==> config.mk <==
export PLATFORM = sky130hd
export DESIGN_NAME = dcc_channel_ctrl
export DESIGN_NICKNAME = d
export VERILOG_FILES = /design/src/design/dcc_channel_ctrl.v /design/src/design/dcc_req_qual.v /design/src/design/dcc_irq_gate.v
export VERILOG_INCLUDE_DIRS = /design/src /design/src/common
export SDC_FILE = /design/constraint.sdc
export NUM_CORES = 1
export LEC_CHECK = 0
export ABC_CLOCK_PERIOD_IN_PS = 2000
export BUFFER_PORTS_ARGS = -buffer_cell sky130_fd_sc_hd__buf_2
export CAP_MARGIN = 15
export CORE_UTILIZATION = 47
export CTS_BUF_LIST = sky130_fd_sc_hd__clkbuf_2
export DETAILED_ROUTE_END_ITERATION = 8
export PLACE_DENSITY_LB_ADDON = 0.15
export SYNTH_ARGS = -nofsm -noshare
export SYNTH_HDL_FRONTEND = slang
export SYNTH_HIERARCHICAL = 1
export SYNTH_SLANG_ARGS = --single-unit
export TNS_END_PERCENT = 5
==> constraint.sdc <==
create_clock -name CLK -period 2 [get_ports CLK]
set_clock_uncertainty 0.1 [all_clocks]
set_input_delay 0.2 -clock CLK [delete_from_list [all_inputs] [get_ports CLK]]
set_output_delay 0.2 -clock CLK [all_outputs]
set_load 0.02 [all_outputs]
==> src/common/dcc_defs.vh <==
`ifndef DCC_DEFS_VH
`define DCC_DEFS_VH

// Register byte addresses
`define DCC_ADDR_CTRL        8'h00
`define DCC_ADDR_STATUS      8'h04
`define DCC_ADDR_MASK        8'h08
`define DCC_ADDR_EVENT       8'h0c

// Channel control field positions
`define DCC_BIT_NIE          23
`define DCC_BIT_AIE          22
`define DCC_BIT_RSV21        21
`define DCC_BIT_BIG          17
`define DCC_BIT_EXR          14
`define DCC_BIT_POL          13
`define DCC_BIT_LEV          12

// Implemented bits of the control register and its reset value
`define DCC_CTRL_MASK        32'h00e7f000
`define DCC_CTRL_RESET       32'h00e20000

// Status and mask layout
`define DCC_ST_NORMAL        0
`define DCC_ST_ABNORMAL      1
`define DCC_ST_REQUEST       2
`define DCC_ST_WIDTH         3
`define DCC_MASK_RESET       3'h0

// AXI responses
`define DCC_RESP_OKAY        2'h0
`define DCC_RESP_SLVERR      2'h2

`endif

==> src/design/dcc_channel_ctrl.v <==
// Chosen here: the AXI4-Lite interface to the registers and the register addresses.
`timescale 1ns/1ps
`include "dcc_defs.vh"

// Function
// - The normal-completion interrupt is raised only while its enable bit is 1.
// - The normal-completion interrupt enable at bit 23 resets to 1.
// - The abnormal-completion enable at bit 22 resets to 1 and gates abnormal-completion interrupts.
// - Reserved bit 21 resets to 1 though software always writes 0 to it.
// - The endian select at bit 17 resets to 1, meaning big-endian.
// - Endian select 0 means little-endian, and software programs it to 0.
// - The request source at bit 14 resets to 0; 1 selects external requests, 0 software starts.
// - The request polarity at bit 13 resets to 0 and matters only for external requests.
// - The level-mode field at bit 12 resets to 0.
module dcc_channel_ctrl (
	input  wire        CLK,
	input  wire        RESET,
	input  wire [7:0]  S_AXI_AWADDR,
	input  wire        S_AXI_AWVALID,
	output reg         S_AXI_AWREADY,
	input  wire [31:0] S_AXI_WDATA,
	input  wire [3:0]  S_AXI_WSTRB,
	input  wire        S_AXI_WVALID,
	output reg         S_AXI_WREADY,
	output reg  [1:0]  S_AXI_BRESP,
	output reg         S_AXI_BVALID,
	input  wire        S_AXI_BREADY,
	input  wire [7:0]  S_AXI_ARADDR,
	input  wire        S_AXI_ARVALID,
	output reg         S_AXI_ARREADY,
	output reg  [31:0] S_AXI_RDATA,
	output reg  [1:0]  S_AXI_RRESP,
	output reg         S_AXI_RVALID,
	input  wire        S_AXI_RREADY,
	input  wire        CHANNEL_REQUEST_LINE,
	input  wire        NORMAL_DONE,
	input  wire        ABNORMAL_DONE,
	output reg         NORMAL_DONE_IRQ,
	output reg         ABNORMAL_DONE_IRQ,
	output reg         BIG_ENDIAN,
	output reg         TRANSFER_REQUEST,
	output reg         IRQ
);

	reg  [31:0]               ctrl_reg;
	reg  [`DCC_ST_WIDTH-1:0]  status_reg;
	reg  [`DCC_ST_WIDTH-1:0]  status_next;
	reg  [`DCC_ST_WIDTH-1:0]  mask_reg;
	reg  [7:0]                awaddr_reg;
	reg  [31:0]               wdata_reg;
	reg  [3:0]                wstrb_reg;
	reg                       aw_have_reg;
	reg                       w_have_reg;
	reg  [31:0]               rdata_next;
	reg  [1:0]                rresp_next;
	wire                      normal_event;
	wire                      abnormal_event;
	wire                      req_active;
	wire                      req_pulse;
	wire                      do_write;
	wire                      do_read;
	wire                      status_read;
	wire [7:0]                wr_addr;
	wire [31:0]               wr_data;
	wire [3:0]                wr_strb;

	// Merge write data under byte strobes
	function [31:0] strobe_merge;
		input [31:0] old_val;
		input [31:0] new_val;
		input [3:0]  strb;
		integer i;
		begin
			strobe_merge = old_val;
			for (i = 0; i < 4; i = i + 1)
				if (strb[i])
					strobe_merge[i*8 +: 8] = new_val[i*8 +: 8];
		end
	endfunction

	function addr_known;
		input [7:0] a;
		begin
			addr_known = (a == `DCC_ADDR_CTRL) || (a == `DCC_ADDR_STATUS) ||
				(a == `DCC_ADDR_MASK) || (a == `DCC_ADDR_EVENT);
		end
	endfunction

	dcc_irq_gate u_irq_gate (
		.clk             (CLK),
		.reset           (RESET),
		.normal_enable   (ctrl_reg[`DCC_BIT_NIE]),
		.abnormal_enable (ctrl_reg[`DCC_BIT_AIE]),
		.normal_done     (NORMAL_DONE),
		.abnormal_done   (ABNORMAL_DONE),
		.normal_event    (normal_event),
		.abnormal_event  (abnormal_event)
	);

	dcc_req_qual u_req_qual (
		.clk        (CLK),
		.reset      (RESET),
		.source_ext (ctrl_reg[`DCC_BIT_EXR]),
		.polarity   (ctrl_reg[`DCC_BIT_POL]),
		.level_mode (ctrl_reg[`DCC_BIT_LEV]),
		.line_in    (CHANNEL_REQUEST_LINE),
		.req_active (req_active),
		.req_pulse  (req_pulse)
	);

	// Address and data may arrive in either order
	assign wr_addr  = aw_have_reg ? awaddr_reg : S_AXI_AWADDR;
	assign wr_data  = w_have_reg ? wdata_reg : S_AXI_WDATA;
	assign wr_strb  = w_have_reg ? wstrb_reg : S_AXI_WSTRB;
	assign do_write = (aw_have_reg | (S_AXI_AWVALID & S_AXI_AWREADY)) &
		(w_have_reg | (S_AXI_WVALID & S_AXI_WREADY)) & ~S_AXI_BVALID;
	assign do_read  = S_AXI_ARVALID & S_AXI_ARREADY;
	assign status_read = do_read & (S_AXI_ARADDR == `DCC_ADDR_STATUS);

	always @(posedge CLK or posedge RESET) begin
		if (RESET) begin
			S_AXI_AWREADY <= 1'b0;
			S_AXI_WREADY  <= 1'b0;
			S_AXI_BVALID  <= 1'b0;
			S_AXI_BRESP   <= `DCC_RESP_OKAY;
			aw_have_reg   <= 1'b0;
			w_have_reg    <= 1'b0;
			awaddr_reg    <= 8'h00;
			wdata_reg     <= 32'h00000000;
			wstrb_reg     <= 4'h0;
		end else begin
			S_AXI_AWREADY <= ~aw_have_reg & ~(S_AXI_AWVALID & S_AXI_AWREADY) & ~S_AXI_BVALID & ~do_write;
			S_AXI_WREADY  <= ~w_have_reg & ~(S_AXI_WVALID & S_AXI_WREADY) & ~S_AXI_BVALID & ~do_write;
			if (do_write) begin
				aw_have_reg  <= 1'b0;
				w_have_reg   <= 1'b0;
				S_AXI_BVALID <= 1'b1;
				S_AXI_BRESP  <= addr_known(wr_addr) ? `DCC_RESP_OKAY : `DCC_RESP_SLVERR;
			end else begin
				if (S_AXI_AWVALID & S_AXI_AWREADY) begin
					aw_have_reg <= 1'b1;
					awaddr_reg  <= S_AXI_AWADDR;
				end
				if (S_AXI_WVALID & S_AXI_WREADY) begin
					w_have_reg <= 1'b1;
					wdata_reg  <= S_AXI_WDATA;
					wstrb_reg  <= S_AXI_WSTRB;
				end
				if (S_AXI_BVALID & S_AXI_BREADY)
					S_AXI_BVALID <= 1'b0;
			end
		end
	end

	// Control and mask registers
	always @(posedge CLK or posedge RESET) begin
		if (RESET) begin
			ctrl_reg <= `DCC_CTRL_RESET;
			mask_reg <= `DCC_MASK_RESET;
		end else if (do_write) begin
			// Reserved bits hold what software writes; software keeps them 0
			if (wr_addr == `DCC_ADDR_CTRL)
				ctrl_reg <= strobe_merge(ctrl_reg, wr_data, wr_strb) & `DCC_CTRL_MASK;
			// Mask bits all sit in byte lane 0
			if ((wr_addr == `DCC_ADDR_MASK) && wr_strb[0])
				mask_reg <= wr_data[`DCC_ST_WIDTH-1:0];
		end
	end

	// Sticky status: a new event wins over the clear of a status read
	always @* begin
		status_next = status_reg;
		if (status_read)
			status_next = {`DCC_ST_WIDTH{1'b0}};
		if (normal_event)
			status_next[`DCC_ST_NORMAL] = 1'b1;
		if (abnormal_event)
			status_next[`DCC_ST_ABNORMAL] = 1'b1;
		if (req_pulse)
			status_next[`DCC_ST_REQUEST] = 1'b1;
	end

	always @* begin
		rresp_next = `DCC_RESP_OKAY;
		case (S_AXI_ARADDR)
			`DCC_ADDR_CTRL:   rdata_next = ctrl_reg;
			`DCC_ADDR_STATUS: rdata_next = {29'h0, status_reg};
			`DCC_ADDR_MASK:   rdata_next = {29'h0, mask_reg};
			`DCC_ADDR_EVENT:  rdata_next = {29'h0, req_active, ABNORMAL_DONE, NORMAL_DONE};
			default: begin
				rdata_next = 32'h00000000;
				rresp_next = `DCC_RESP_SLVERR;
			end
		endcase
	end

	always @(posedge CLK or posedge RESET) begin
		if (RESET) begin
			S_AXI_ARREADY <= 1'b0;
			S_AXI_RVALID  <= 1'b0;
			S_AXI_RDATA   <= 32'h00000000;
			S_AXI_RRESP   <= `DCC_RESP_OKAY;
			status_reg    <= {`DCC_ST_WIDTH{1'b0}};
		end else begin
			status_reg    <= status_next;
			S_AXI_ARREADY <= ~S_AXI_RVALID & ~do_read;
			if (do_read) begin
				S_AXI_RVALID <= 1'b1;
				S_AXI_RDATA  <= rdata_next;
				S_AXI_RRESP  <= rresp_next;
			end else if (S_AXI_RVALID & S_AXI_RREADY) begin
				S_AXI_RVALID <= 1'b0;
			end
		end
	end

	// Outputs straight from flip-flops
	always @(posedge CLK or posedge RESET) begin
		if (RESET) begin
			NORMAL_DONE_IRQ   <= 1'b0;
			ABNORMAL_DONE_IRQ <= 1'b0;
			BIG_ENDIAN        <= 1'b1;
			TRANSFER_REQUEST  <= 1'b0;
			IRQ               <= 1'b0;
		end else begin
			NORMAL_DONE_IRQ   <= normal_event;
			ABNORMAL_DONE_IRQ <= abnormal_event;
			BIG_ENDIAN        <= ctrl_reg[`DCC_BIT_BIG];
			TRANSFER_REQUEST  <= req_pulse;
			IRQ               <= |(status_next & mask_reg);
		end
	end

endmodule // dcc_channel_ctrl

==> src/design/dcc_req_qual.v <==
`timescale 1ns/1ps
`include "dcc_defs.vh"

// Qualifies the request line; emits a one-cycle pulse per new request in edge mode, a level held while active in level mode
module dcc_req_qual (
	input  wire clk,
	input  wire reset,
	input  wire source_ext,
	input  wire polarity,
	input  wire level_mode,
	input  wire line_in,
	output reg  req_active,
	output reg  req_pulse
);

	reg line_prev_reg;
	wire active_now;

	// Polarity counts only for external requests
	assign active_now = source_ext & (line_in ^ polarity);

	always @(posedge clk or posedge reset) begin
		if (reset) begin
			line_prev_reg <= 1'b0;
			req_active    <= 1'b0;
			req_pulse     <= 1'b0;
		end else begin
			line_prev_reg <= active_now;
			req_active    <= active_now;
			req_pulse     <= level_mode ? active_now : (active_now & ~line_prev_reg);
		end
	end

endmodule // dcc_req_qual

==> src/design/dcc_irq_gate.v <==
`timescale 1ns/1ps
`include "dcc_defs.vh"

// Gates completion events with their enables
module dcc_irq_gate (
	input  wire clk,
	input  wire reset,
	input  wire normal_enable,
	input  wire abnormal_enable,
	input  wire normal_done,
	input  wire abnormal_done,
	output reg  normal_event,
	output reg  abnormal_event
);

	always @(posedge clk or posedge reset) begin
		if (reset) begin
			normal_event   <= 1'b0;
			abnormal_event <= 1'b0;
		end else begin
			normal_event   <= normal_done & normal_enable;
			abnormal_event <= abnormal_done & abnormal_enable;
		end
	end

endmodule // dcc_irq_gate

# Word-level counts from Yosys, hierarchy flattened
# Cells that the tools add are included.
[totals]
register_bits = 103
out_inout_bits = 46
elab_cells = 100
[classes]
eq_ne = 6
mux = 19
n_bitwise = 32
n_reduce_logical = 17
[op_table]
columns = ["operator", "count"]
rows = [
  ["$pmux W24 S4", 1],
  ["$eq A8 B4 Y1 const B", 4],
  ["$mux W24", 1],
  ["$and A1 B1 Y1", 19],
  ["$eq A8 B3 Y1 const B", 2],
  ["$logic_not A8 Y1", 2],
  ["$mux W1", 12],
  ["$not A1 Y1", 9],
  ["$mux W8", 1],
  ["$reduce_bool A2 Y1", 4],
  ["$mux W3", 2],
  ["$reduce_and A2 Y1", 3],
  ["$reduce_and A3 Y1", 2],
  ["$mux W2", 2],
  ["$reduce_or A4 Y1", 1],
  ["$and A3 B3 Y3", 1],
  ["$logic_or A1 B1 Y1", 3],
  ["$reduce_or A3 Y1", 1],
  ["$or A1 B1 Y1", 2],
  ["$logic_and A1 B1 Y1", 1],
  ["$xor A1 B1 Y1", 1],
]

# Longest topological paths before layout
# Gate-level depths: netlist of the first run.
[logic_depth]
ltp_word = 6
ltp_mapped = 5

# By module
# The synthesis of the first run kept the hierarchy.
[modules_own_cells]
columns = ["module", "n_inst", "cells_each", "area_each_um2", "seq_area_each_um2"]
rows = [
  ["dcc_channel_ctrl", 1, 218, 2977.9, 1682.9],
  ["dcc_req_qual", 1, 7, 82.6, 50.0],
  ["dcc_irq_gate", 1, 5, 66.3, 50.0],
]

# Worst setup path after synthesis of the first run
# OpenSTA, ideal clock, no wires.
[synth_path]
kind = "flip-flop to flip-flop"
startpoint = "register S_AXI_BVALID"
endpoint = "register ctrl_reg[16]"
setup_ps = 125
arrival_time_ps = 1838
t_required_ps = 1775
path_slack_ps = -62
path_stages_with_launch = 5
n_path_buf = 1
synth_period_minus_slack_ps = 2062
cell_sequence = "dfrtp_1 -> clkbuf_1 -> a211o_1 -> a2111oi_4 -> mux2_2"
[synth_between]
elab_chain_len = 3
[synth_lines]
columns = ["element", "line_no", "text"]
rows = [
  ["start: declaration", "dcc_channel_ctrl.v:26", "output reg S_AXI_BVALID,"],
  ["start signal: assignment", "dcc_channel_ctrl.v:124", "S_AXI_BVALID <= 1'b0;"],
  ["start signal: assignment", "dcc_channel_ctrl.v:137", "S_AXI_BVALID <= 1'b1;"],
  ["start signal: assignment", "dcc_channel_ctrl.v:150", "S_AXI_BVALID <= 1'b0;"],
  ["$not A1 Y1", "dcc_channel_ctrl.v:116", "(w_have_reg | (S_AXI_WVALID & S_AXI_WREADY)) & ~S_AXI_BVALID;"],
  ["$and A1 B1 Y1", "dcc_channel_ctrl.v:116", ""],
  ["$reduce_and A3 Y1 (no source line)", "--", ""],
  ["end signal: assignment", "dcc_channel_ctrl.v:158", "ctrl_reg <= `DCC_CTRL_RESET;"],
  ["end signal: assignment", "dcc_channel_ctrl.v:163", "ctrl_reg <= strobe_merge(ctrl_reg, wr_data, wr_strb) & `DCC_CTRL_MASK;"],
  ["end: declaration", "dcc_channel_ctrl.v:45", "reg [31:0] ctrl_reg;"],
]
# Every way passes these cells.
# A chain may end at the register's enable or synchronous reset.

# Worst setup path after layout of the first run
[layout_path]
startpoint = "register aw_have_reg"
endpoint = "register ctrl_reg[18]"
[layout_between]
elab_chain_len = 4
word_cells_on_any_way = 6
cone_classes = "mux (1); bitwise (3); reduce/logical (2)"
[layout_lines]
columns = ["element", "line_no", "text"]
rows = [
  ["start: declaration", "dcc_channel_ctrl.v:52", "reg aw_have_reg;"],
  ["start signal: assignment", "dcc_channel_ctrl.v:126", "aw_have_reg <= 1'b0;"],
  ["start signal: assignment", "dcc_channel_ctrl.v:135", "aw_have_reg <= 1'b0;"],
  ["start signal: assignment", "dcc_channel_ctrl.v:141", "aw_have_reg <= 1'b1;"],
  ["$or A1 B1 Y1", "dcc_channel_ctrl.v:115", "assign do_write = (aw_have_reg | (S_AXI_AWVALID & S_AXI_AWREADY)) &"],
  ["$and A1 B1 Y1", "dcc_channel_ctrl.v:115", ""],
  ["$and A1 B1 Y1", "dcc_channel_ctrl.v:116", ""],
  ["$reduce_and A3 Y1 (no source line) *", "--", ""],
]
# Mark *: on every way between the ends. The rest lies on a longest branch, timed or not.

==> results of run 1 <==
==> per-layer routing <==
layer | vias up | routed length (um)
met5 | - | 0
met3 | 8 | 216
met1 | 1085 | 3000
met4 | 0 | 78
met2 | 56 | 3210
li1 | 1031 | -
==> power groups by stage <==
stage,clock network (mW),logic [mW],registers [mW]
final,1.07,1.42,2.02
after detailed placement,0,1.29,2.03
after global placement,0,1.26,2.01
after floorplan,0,0.907,2.04
after global routing,1.15,1.54,2.06
after CTS,1.10,1.37,2.00
==> layout make-up <==
class | instances | share of cell area
clock inverter | 7 | 0.0285
timing repair buffer | 120 | 0.204
inverter | 7 | 0.00622
tap | 77 | 0.0228
clock buffer | 9 | 0.0107
multi-input combinational | 145 | 0.306
sequential | 71 | 0.422
==> worst paths after layout <==
check,from,to,slack (ns),depth (start not counted)
max in group asynchronous,RESET,awaddr_reg[6],0.93,4
worst max register to register,aw_have_reg,ctrl_reg[18],-0.04,7
worst min register to register,ctrl_reg[17],BIG_ENDIAN,0.30,0
worst min-delay path,S_AXI_ARADDR[5],S_AXI_RDATA[1],0.06,3
min in group asynchronous,RESET,status_reg[1],0.24,3
worst max-delay path,aw_have_reg,ctrl_reg[18],-0.04,7
==> stage by stage <==
| stage | hold WS (ns) | cell area [um2] |
|---|---|---|
| final | 0.0616 | 4220 |
| after global routing | 0.0629 | 4220 |
| after CTS | 0.0228 | 4160 |
| after detailed placement | -0.0104 | 3600 |
| after global placement | -0.0122 | 3600 |
| after floorplan | -0.159 | 3200 |
==> critical path: cells and delay by family (launching register included) <==
family,cells,cell delay (ns)
AO/OA/AOI/OAI,2,0.67
multiplexers,1,0.31
flip-flops,1,0.43
buffers and inverters,3,0.41
AND/OR/NAND/NOR,1,0.06
==> cell families after synthesis <==
kind of cell,synth area share
flip-flops,0.570
AND/OR/NAND/NOR,0.0584
AO/OA/AOI/OAI,0.0956
other,0.00120
multiplexers,0.204
buffers and inverters,0.0672
XOR/XNOR,0.00280
==> placed cells by master, fill, tap and decap left out, types with 2 or more instances in the layout <==
cell and count:
nand2_1 5, a222oi_1 2, dfrtp_1 66, buf_6 4, nor4_2 2, a21o_1 4
clkbuf_2 9, buf_12 2, nand2b_1 3, o21ai_0 6, a21oi_1 3, inv_1 6
mux2_4 11, nor2_1 4, o211ai_1 2, mux2_2 44, or4_1 2, nand3_1 2
nor2b_1 4, a22o_1 10, nor3_4 2, and2_1 2, dlygate4sd3_1 34, mux2i_1 2
dfstp_2 5, a2111oi_4 2, buf_4 14, conb_1 21, buf_2 66, a22oi_1 3
bufinv_16 3
==> repair_timing <==
item | in CTS | in global routing
pin swaps | 7 | 5
hold buffers | 34 | 0
cloned | 0 | 0
setup buffers | 2 | 1
endpoints found under the setup margin | 13 | 13
endpoints found under the hold margin | 76 | 0
gates resized for setup | 11 | 11
==> results by group, run 1 <==
Drt
  – 1st-iter DRT viols: 79
  – Drt total wl: 6.50 mm
  – First-pass DRT Iterations: 4
  – Via density: approximately 5
  – Vias post-DR: 2180
  – Avg WL per Cell: 14.9 um
  – Detail Route Antenna Nets: 0
  – Post-route DRC: 0

Floorplanning
  – Die Span Y: 83.6 um
  – Initial Util: 0.490
  – Die Wd: 83.6 um
  – I/O Pins: 108
  – Num rows: 29
  – Full die area: between 0.006 and 0.007 mm2
  – Core area: 0.00639 mm2

Worst setup path
  – Crit path arrival time: 2.33 ns
  – Crit path launch type: flip-flop
  – Req. time, crit path: 2.29 ns
  – CP endpoint kind: flip-flop
  – Max incr delay on CP: 0.43 ns
  – WS Path Type: reg2reg
  – Crit-path slowest cell: dfrtp_1
  – Cells along the critical path: buf_4 > buf_4 > nand2b_1 > a211o_4 > a2111oi_4 > buf_6 > mux2_4
  – CP dominant cell by count: buf_4
  – Critical path peak fanout: 6

Logic synthesis
  – Post-synth ARST share: 1.00
  – Ys Warns: 6
  – Synth Register Bits: 71
  – Cell taking the most area after synthesis: dfrtp_1
  – Most common library cells after synthesis: 66 x dfrtp_1, 55 x mux2_2, 21 x buf_4
  – Synth Instances: 230
  – Most common cell in the synthesized netlist: dfrtp_1
  – Distinct cells, synth: 34
  – Ys flop type: dfrtp_1
  – Ranking of synthesized cells by area: dfrtp_1 53%, mux2_2 20%, buf_4 5.0%, dfstp_2 4.2%, a22o_1 2.8%
  – Post-synth top area share: 0.528
  – Number of synthesized flops with an enable pin: 0
  – Synth Area per Inst: 13.6 um2
  – Mapped Area: 0.00313 mm2
  – Register area share after synthesis: 0.570

Placement
  – # port buffers: 66
  – Placed Cells: 383
  – Global placement routability congestion: 0.753
  – Pre-CTS WS: -0.0944 ns
  – Final HPWL DP: between 4 and 5 mm

Global routing
  – Antenna violations before repair: 0
  – First-pass GRT wire length: around 11 mm
  – Met3 Use GR: 0.0396
  – Maximum number of pins on one net before global-route repair: 32
  – Met1 Use GR: 0.268
  – Busiest grt layer: met2
  – Met2 GRT Util: 0.332
  – Via count of the first global-routing pass: 2300
  – Grt ovf: 0
  – Global-route usage over all layers: 0.203

Power
  – Clock power frac: 0.237
  – Seq pwr share: 0.448
  – Final Power: 4.51 mW
  – Worst VDD drop: 0.000727 V
  – LEAKAGE: 2.08 nW
  – Cell internal pwr: 3.13 mW
  – Combinational power share: 0.315
  – Psw: ~1.4 mW
  – Power Density: around 1100 mW/mm2
  – Sw Ratio: 0.307

Clocking
  – TritonCTS clock tree: yes
  – Htree depth: 3
  – Clk buf depth: 2
  – Clock Sink Count: roughly 70
  – Reg clk slew, reported paths: between 0.2 and 0.25 ns
  – Clock root buffer master: clkbuf_2
  – Clock Latency Late Sink: 0.48 ns
  – TritonCTS buffer count: 9

Timing
  – Peak Freq: about 490 MHz
  – Final setup vio count: 7
  – Slew HR: 0.555
  – Period utilisation layout: 1.02
  – Worst Max-Slew Pin Slew: 0.667 ns
  – Setup Total Neg Slack: -0.122 ns
  – Final setup margin: -0.0436 ns
  – Minimum clock period: ~2.0 ns
  – RSZ-0062 raised after global routing: yes
  – Fin. max-slew vios: 0
  – Hold Fails Final Rpt: 0

Status
  – Run status: finished with violations
  – Violated checks: negative setup slack

Finish
  – Multi-input gate area: 0.00129 mm2
  – P&R area growth vs syn: 35.0%
  – FF/Latch Area: approximately 0.0018 mm2
  – Antenna cells: 0
  – Fillers: 509
  – Fin cells: around 440
  – Share of cells above drive strength 1: 0.482
  – Nets@finish: 416
  – Final Util: 0.661

Worst hold path
  – Hold crit path type: in2reg

Run
  – Maximum capacitance violations: 0
Power figures use the tool's default switching activity.
==> inputs of run 2 (changes only) <==
Settings changed: CORE_ASPECT_RATIO from default to 1.4.
==> run 2 against run 1 <==
The flow finishes with violations (design-rule violations, negative setup slack); global-route usage down 0.72 points; sequential power about the same; flip-flop and latch count unchanged; clock-buffer cell count up 3; design area down 3.7%; hold slack better by 0.0081 ns; first-iteration DRC count up 81%.
==> results by group, run 2 (same netlist as run 1, synthesis figures left out) <==
Placement
  – # port buffers: 66 (unchanged)
  – Placed Cells: 373 (was 383)
  – Final HPWL DP: 4.10 mm (was 4.16 mm)
  – Global placement routability congestion: 0.779 (was 0.753)

Power
  – Worst VDD drop: 0.000624 V (was 0.000727 V)
  – LEAKAGE: 2.01 nW (was 2.08 nW)
  – Power Density: 981 mW/mm2 (was 1070 mW/mm2)

Worst setup path
  – CP endpoint kind: flip-flop (unchanged)
  – Req. time, crit path: 2.27 ns (was 2.29 ns)
  – Critical path peak fanout: 4 (was 6)
  – Crit path launch type: flip-flop (unchanged)
  – WS Path Type: reg2reg (unchanged)
  – Crit path arrival time: 2.34 ns (was 2.33 ns)

Global routing
  – Global-route usage over all layers: 0.196 (was 0.203)
  – Antenna violations before repair: 0 (unchanged)
  – First-pass GRT wire length: 10.5 mm (was 11.0 mm)
  – Grt ovf: 0 (unchanged)
  – Via count of the first global-routing pass: 2280 (was 2300)
  – Maximum number of pins on one net before global-route repair: 68 (was 32)

Clocking
  – Reg clk slew, reported paths: 0.19 ns (was 0.21 ns)
  – Htree depth: 3 (unchanged)
  – Clock Sink Count: 71 (unchanged)
  – Clk buf depth: 2 (unchanged)
  – TritonCTS buffer count: 9 (unchanged)
  – Clock root buffer master: clkbuf_2 (unchanged)
  – Clock Latency Late Sink: 0.49 ns (was 0.48 ns)
  – TritonCTS clock tree: yes (unchanged)

Timing
  – Peak Freq: 483 MHz (was 489 MHz)
  – RSZ-0062 raised after global routing: yes (unchanged)
  – Final setup margin: -0.0716 ns (was -0.0436 ns)
  – Hold Fails Final Rpt: 0 (unchanged)
  – Minimum clock period: 2.07 ns (was 2.04 ns)
  – Final setup vio count: 9 (was 7)
  – Fin. max-slew vios: 0 (unchanged)
  – Hold_ws: 0.0697 ns (was 0.0616 ns)
  – Period utilisation layout: 1.04 (was 1.02)

Finish
  – Antenna cells: 0 (unchanged)
  – Fin cells: 428 (was 436)
  – Share of cells above drive strength 1: 0.455 (was 0.482)
  – Most frequent cells in the layout: 66 x buf_2, 65 x dfrtp_1, 46 x mux2_2, 35 x dlygate4sd3_1, 21 x conb_1 (was 66 x dfrtp_1, 66 x buf_2, 44 x mux2_2, 34 x dlygate4sd3_1, 21 x conb_1)
  – Fillers: 491 (was 509)
  – FF/Latch Area: 0.00178 mm2 (about the same)
  – Commonest non-fill, non-tap cell in the layout: buf_2
  – P&R area growth vs syn: 30.1% (was 35.0%)
  – Multi-input gate area: 0.00126 mm2 (was 0.00129 mm2)
  – Nets@finish: 413 (was 416)

Drt
  – Drt total wl: 6.21 mm (was 6.50 mm)
  – Detail Route Antenna Nets: 0 (unchanged)
  – Via density: 5.04 (was 5.00)
  – 1st-iter DRT viols: 143 (was 79)
  – Vias post-DR: 2156 (was 2180)
  – Avg WL per Cell: 14.5 um (was 14.9 um)
  – Post-route DRC: 16 (was 0)
  – First-pass DRT Iterations: 7 (was 4)

Run
  – Maximum capacitance violations: 0 (unchanged)

Floorplanning
  – Num rows: 34 (was 29)
  – I/O Pins: 108 (unchanged)
  – Die Span Y: 98.5 um (was 83.6 um)
  – Full die area: 0.00699 mm2 (was 0.00698 mm2)
  – Initial Util: 0.493 (was 0.490)
  – Core area: 0.00634 mm2 (was 0.00639 mm2)
  – Die Wd: 70.9 um (was 83.6 um)

Status
  – Violated checks: design-rule violations, negative setup slack (was negative setup slack)
  – Run status: finished with violations (unchanged)

Worst hold path
  – Hold crit path type: in2reg (unchanged)
==> run 2: cell types whose count changed in the layout (fill, tap and decap cells not counted), sizes merged <==
cell / change
inv: -1
clkbuf: +3
buf: -4
clkinv: +2
bufinv: -3
dlygate4sd3: +1
clkinvlp: -1
==> run 2: metrics by stage <==
stage,setup slack [ns],instance area (um2),util,power (mW),TNS [ns]
final,-0.0716,4070,0.642,3.99,-0.335
after detailed placement,-0.132,3550,0.561,3.28,-2.22
after global placement,-0.0907,3550,0.561,3.25,-1.63
after floorplan,-0.00832,3200,-,2.95,-0.0166
after CTS,-0.0864,4050,0.639,4.01,-0.746
after global routing,-0.160,4070,0.642,4.25,-1.60
==> run 2: area by class of cell <==
type                       instances  area share
tap                               72      0.0222
clock inverter                     4     0.00369
timing repair buffer             117       0.205
clock buffer                      12      0.0148
inverter                           7     0.00646
multi-input combinational        145       0.309
sequential                        71       0.439
==> run 2: routing by layer <==
layer,track usage,vias up,part of all wire
met5,0,-,0
met4,0.102,0,0.016
met3,0.0317,7,0.039
met2,0.339,57,0.52
met1,0.234,1068,0.42
li1,-,1024,-
==> run 2: repair_timing <==
item | in CTS | in global routing
hold buffers | 35 | 0
resized for setup | 13 | 1
setup buffers | 3 | 1
pin swaps | 6 | 6
endpoints found under the hold margin | 120 | 0
gates cloned | 0 | 0
endpoints found under the setup margin | 13 | 13
==> run 2: report_power, final <==
part | internal (mW) | switching, mW | total, mW
Clock | 0.165 | 0.447 | 0.612
Sequential | 1.81 | 0.202 | 2.01
Combinational | 0.757 | 0.612 | 1.37
Total | 2.73 | 1.26 | 3.99
==> run 2: worst paths after layout <==
path | depth (start not counted) | slack, ns | end | start
min in group asynchronous | 4 | 0.23 | wdata_reg[1] | RESET
max reg2reg | 5 | -0.07 | ctrl_reg[12] | aw_have_reg
min | 3 | 0.07 | S_AXI_RDATA[1] | S_AXI_ARADDR[5]
max in group asynchronous | 4 | 1.03 | u_irq_gate/abnormal_event | RESET
min reg2reg | 0 | 0.29 | BIG_ENDIAN | ctrl_reg[17]
max | 5 | -0.07 | ctrl_reg[12] | aw_have_reg
==> run 2: worst max-delay path, stage by stage, from the launching register on <==
cell,delay [ns]
dfrtp_2,0.46
nand4bb_1,0.22
a211o_4,0.38
a2111oi_4,0.28
buf_4,0.21
mux2_4,0.30
==> inputs of run 3 (changes only) <==
--- a/config.mk
+++ b/config.mk
@@ -16,2 +16,3 @@
 export PLACE_DENSITY_LB_ADDON = 0.15
+export SETUP_SLACK_MARGIN = 0.02
 export SYNTH_ARGS = -nofsm -noshare
--- a/constraint.sdc
+++ b/constraint.sdc
@@ -4,2 +4,2 @@
 set_output_delay 0.2 -clock CLK [all_outputs]
-set_load 0.02 [all_outputs]
+set_load 0.1 [all_outputs]
==> run 3 against run 2 <==
The run still ends with design-rule violations, negative setup slack left; combinational power up 34%; utilization up 0.97 points; clock-buffer cell count fell by 3; register-to-register slack is essentially flat; setup slack worse by 0.0095 ns; routed wire length up 0.85%; non-clock buffer count unchanged; via count increased by 0.14%; critical path type unchanged; highest routed layer unchanged.
==> results by group, run 3 (same netlist as run 1, synthesis figures left out) <==
Clocking
  – Clock root buffer master: clkbuf_2 (unchanged)
  – Clock Latency Late Sink: 0.48 ns (was 0.49 ns)
  – TritonCTS buffer count: 9 (unchanged)
  – Clk buf depth: 2 (unchanged)
  – Clock Sink Count: 71 (unchanged)
  – Htree depth: 3 (unchanged)
  – Reg clk slew, reported paths: 0.20 ns (was 0.19 ns)
  – TritonCTS clock tree: yes (unchanged)

Finish
  – FF/Latch Area: 0.00179 mm2 (was 0.00178 mm2)
  – Fillers: 499 (was 491)
  – Share of cells above drive strength 1: 0.483 (was 0.455)
  – P&R area growth vs syn: 32.0% (was 30.1%)
  – Nets@finish: 413 (unchanged)
  – Fin cells: 428 (unchanged)
  – Commonest non-fill, non-tap cell in the layout: buf_2 (unchanged)
  – Most frequent cells in the layout: 66 x buf_2, 61 x dfrtp_1, 47 x mux2_2, 35 x dlygate4sd3_1, 21 x conb_1 (was 66 x buf_2, 65 x dfrtp_1, 46 x mux2_2, 35 x dlygate4sd3_1, 21 x conb_1)
  – Multi-input gate area: 0.00127 mm2 (was 0.00126 mm2)
  – Final instance area: 0.00413 mm2 (was 0.00407 mm2)
  – Antenna cells: 0 (unchanged)
  – Final Util: 0.651 (was 0.642)

Timing
  – Slew HR: 0.645
  – Worst Max-Slew Pin Slew: about 0.53 ns
  – Peak Freq: 481 MHz (was 483 MHz)
  – Hold Fails Final Rpt: 0 (unchanged)
  – Final setup margin: -0.0811 ns (was -0.0716 ns)
  – Fin. max-slew vios: 0 (unchanged)
  – RSZ-0062 raised after global routing: yes (unchanged)
  – Final setup vio count: 10 (was 9)
  – Period utilisation layout: 1.04 (about the same)
  – Minimum clock period: 2.08 ns (was 2.07 ns)
  – Setup Total Neg Slack: -0.525 ns (was -0.335 ns)
  – Hold_ws: 0.0683 ns (was 0.0697 ns)

Drt
  – 1st-iter DRT viols: 130 (was 143)
  – Via density: 5.04 (about the same)
  – Post-route DRC: 12 (was 16)
  – Vias post-DR: 2159 (was 2156)
  – Drt total wl: 6.27 mm (was 6.21 mm)
  – First-pass DRT Iterations: 7 (unchanged)
  – Avg WL per Cell: 14.6 um (was 14.5 um)
  – Detail Route Antenna Nets: 0 (unchanged)

Status
  – Run status: finished with violations (unchanged)
  – Violated checks: design-rule violations, negative setup slack (unchanged)

Power
  – Cell internal pwr: 2.84 mW (was 2.73 mW)
  – Final Power: 4.64 mW (was 3.99 mW)
  – Power Density: 1120 mW/mm2 (was 981 mW/mm2)
  – Clock power frac: 0.166 (was 0.153)
  – LEAKAGE: 2.03 nW (was 2.01 nW)
  – Worst VDD drop: 0.000672 V (was 0.000624 V)
  – Combinational power share: 0.397 (was 0.343)
  – Psw: 1.80 mW (was 1.26 mW)
  – Seq pwr share: 0.437 (was 0.504)
  – Sw Ratio: 0.387 (was 0.316)

Worst hold path
  – Hold crit path type: in2reg (unchanged)

Worst setup path
  – Max incr delay on CP: 0.47 ns (was 0.46 ns)
  – Req. time, crit path: 2.29 ns (was 2.27 ns)
  – Critical path peak fanout: 5 (was 4)
  – Crit-path slowest cell: dfrtp_2 (unchanged)
  – Crit path arrival time: 2.37 ns (was 2.34 ns)
  – Crit path launch type: flip-flop (unchanged)
  – CP endpoint kind: flip-flop (unchanged)
  – WS Path Type: reg2reg (unchanged)
  – Cells along the critical path: nand4bb_1 > a211o_4 > a2111oi_4 > buf_4 > mux2_4 (unchanged)
  – Crit-path leading delay family: compound AO/OA/AOI/OAI gates (unchanged)
  – WP buf/inv: 1 (unchanged)

Global routing
  – Via count of the first global-routing pass: 2246 (was 2280)
  – Antenna violations before repair: 0 (unchanged)
  – Grt ovf: 0 (unchanged)
  – Global-route usage over all layers: 0.193 (was 0.196)
  – First-pass GRT wire length: 10.2 mm (was 10.5 mm)
  – Maximum number of pins on one net before global-route repair: 25 (was 68)

Floorplanning
  – Num rows: 34 (unchanged)
  – Full die area: 0.00699 mm2 (unchanged)
  – Initial Util: 0.493 (unchanged)
  – Core area: 0.00634 mm2 (unchanged)
  – I/O Pins: 108 (unchanged)
  – Die Span Y: 98.5 um (unchanged)
  – Die Wd: 70.9 um (unchanged)

Placement
  – Final HPWL DP: 4.10 mm (about the same)
  – Global placement routability congestion: 0.760 (was 0.779)
  – Placed Cells: 374 (was 373)
  – # port buffers: 66 (unchanged)
  – Pre-CTS WS: -0.0817 ns (was -0.132 ns)
  – Placed inst area: 0.00358 mm2 (was 0.00355 mm2)

Run
  – Maximum capacitance violations: 0 (unchanged)
## run 3: path summary, 6_finish.rpt
check,start,endpoint,slack [ns],depth (start not counted)
min,S_AXI_ARADDR[5],S_AXI_RDATA[1],0.07,3
max reg2reg,aw_have_reg,ctrl_reg[14],-0.08,5
max,aw_have_reg,ctrl_reg[14],-0.08,5
max in group asynchronous,RESET,ctrl_reg[17],1.01,4
min reg2reg,ctrl_reg[17],BIG_ENDIAN,0.29,0
min in group asynchronous,RESET,mask_reg[1],0.18,3
## run 3: repair_timing
| item | CTS | global route |
|---|---|---|
| endpoints found under the hold margin | 87 | 0 |
| hold buffers | 35 | 0 |
| setup endpoints to repair | 10 | 13 |
| setup buffers | 0 | 3 |
| pin swaps | 3 | 5 |
| gates resized for setup | 3 | 12 |
## run 3: routing by layer
metal | global-route usage | up-vias | part of all wire
met5 | 0 | - | 0
met4 | 0.111 | 0 | 0.024
met3 | 0.0368 | 13 | 0.040
met2 | 0.331 | 58 | 0.51
met1 | 0.224 | 1066 | 0.43
li1 | - | 1022 | -
## run 3: cell type report
class	instances	share of cell area
Timing Repair Buffer	117	0.204
Tap cell	72	0.0218
Multi-Input combinational cell	145	0.308
Clock inverter	7	0.0155
Clock buffer	9	0.0109
Inverter	7	0.00637
Sequential cell	71	0.433
## run 3: power groups by stage
stage | combinational (mW) | sequential [mW] | clock [mW]
floorplan | 1.05 | 2.38 | 0
global placement | 1.71 | 2.02 | 0
detailed placement | 1.74 | 2.04 | 0
CTS | 1.80 | 2.02 | 0.804
global route | 1.96 | 2.07 | 0.851
finish | 1.84 | 2.03 | 0.768
## run 3: worst reg2reg max path: cells and delay by family, from the launching register on
kind	cells	cell delay [ns]
compound gates	2	0.70
buf+inv	1	0.20
flops	1	0.47
mux	1	0.30
simple gates	1	0.21
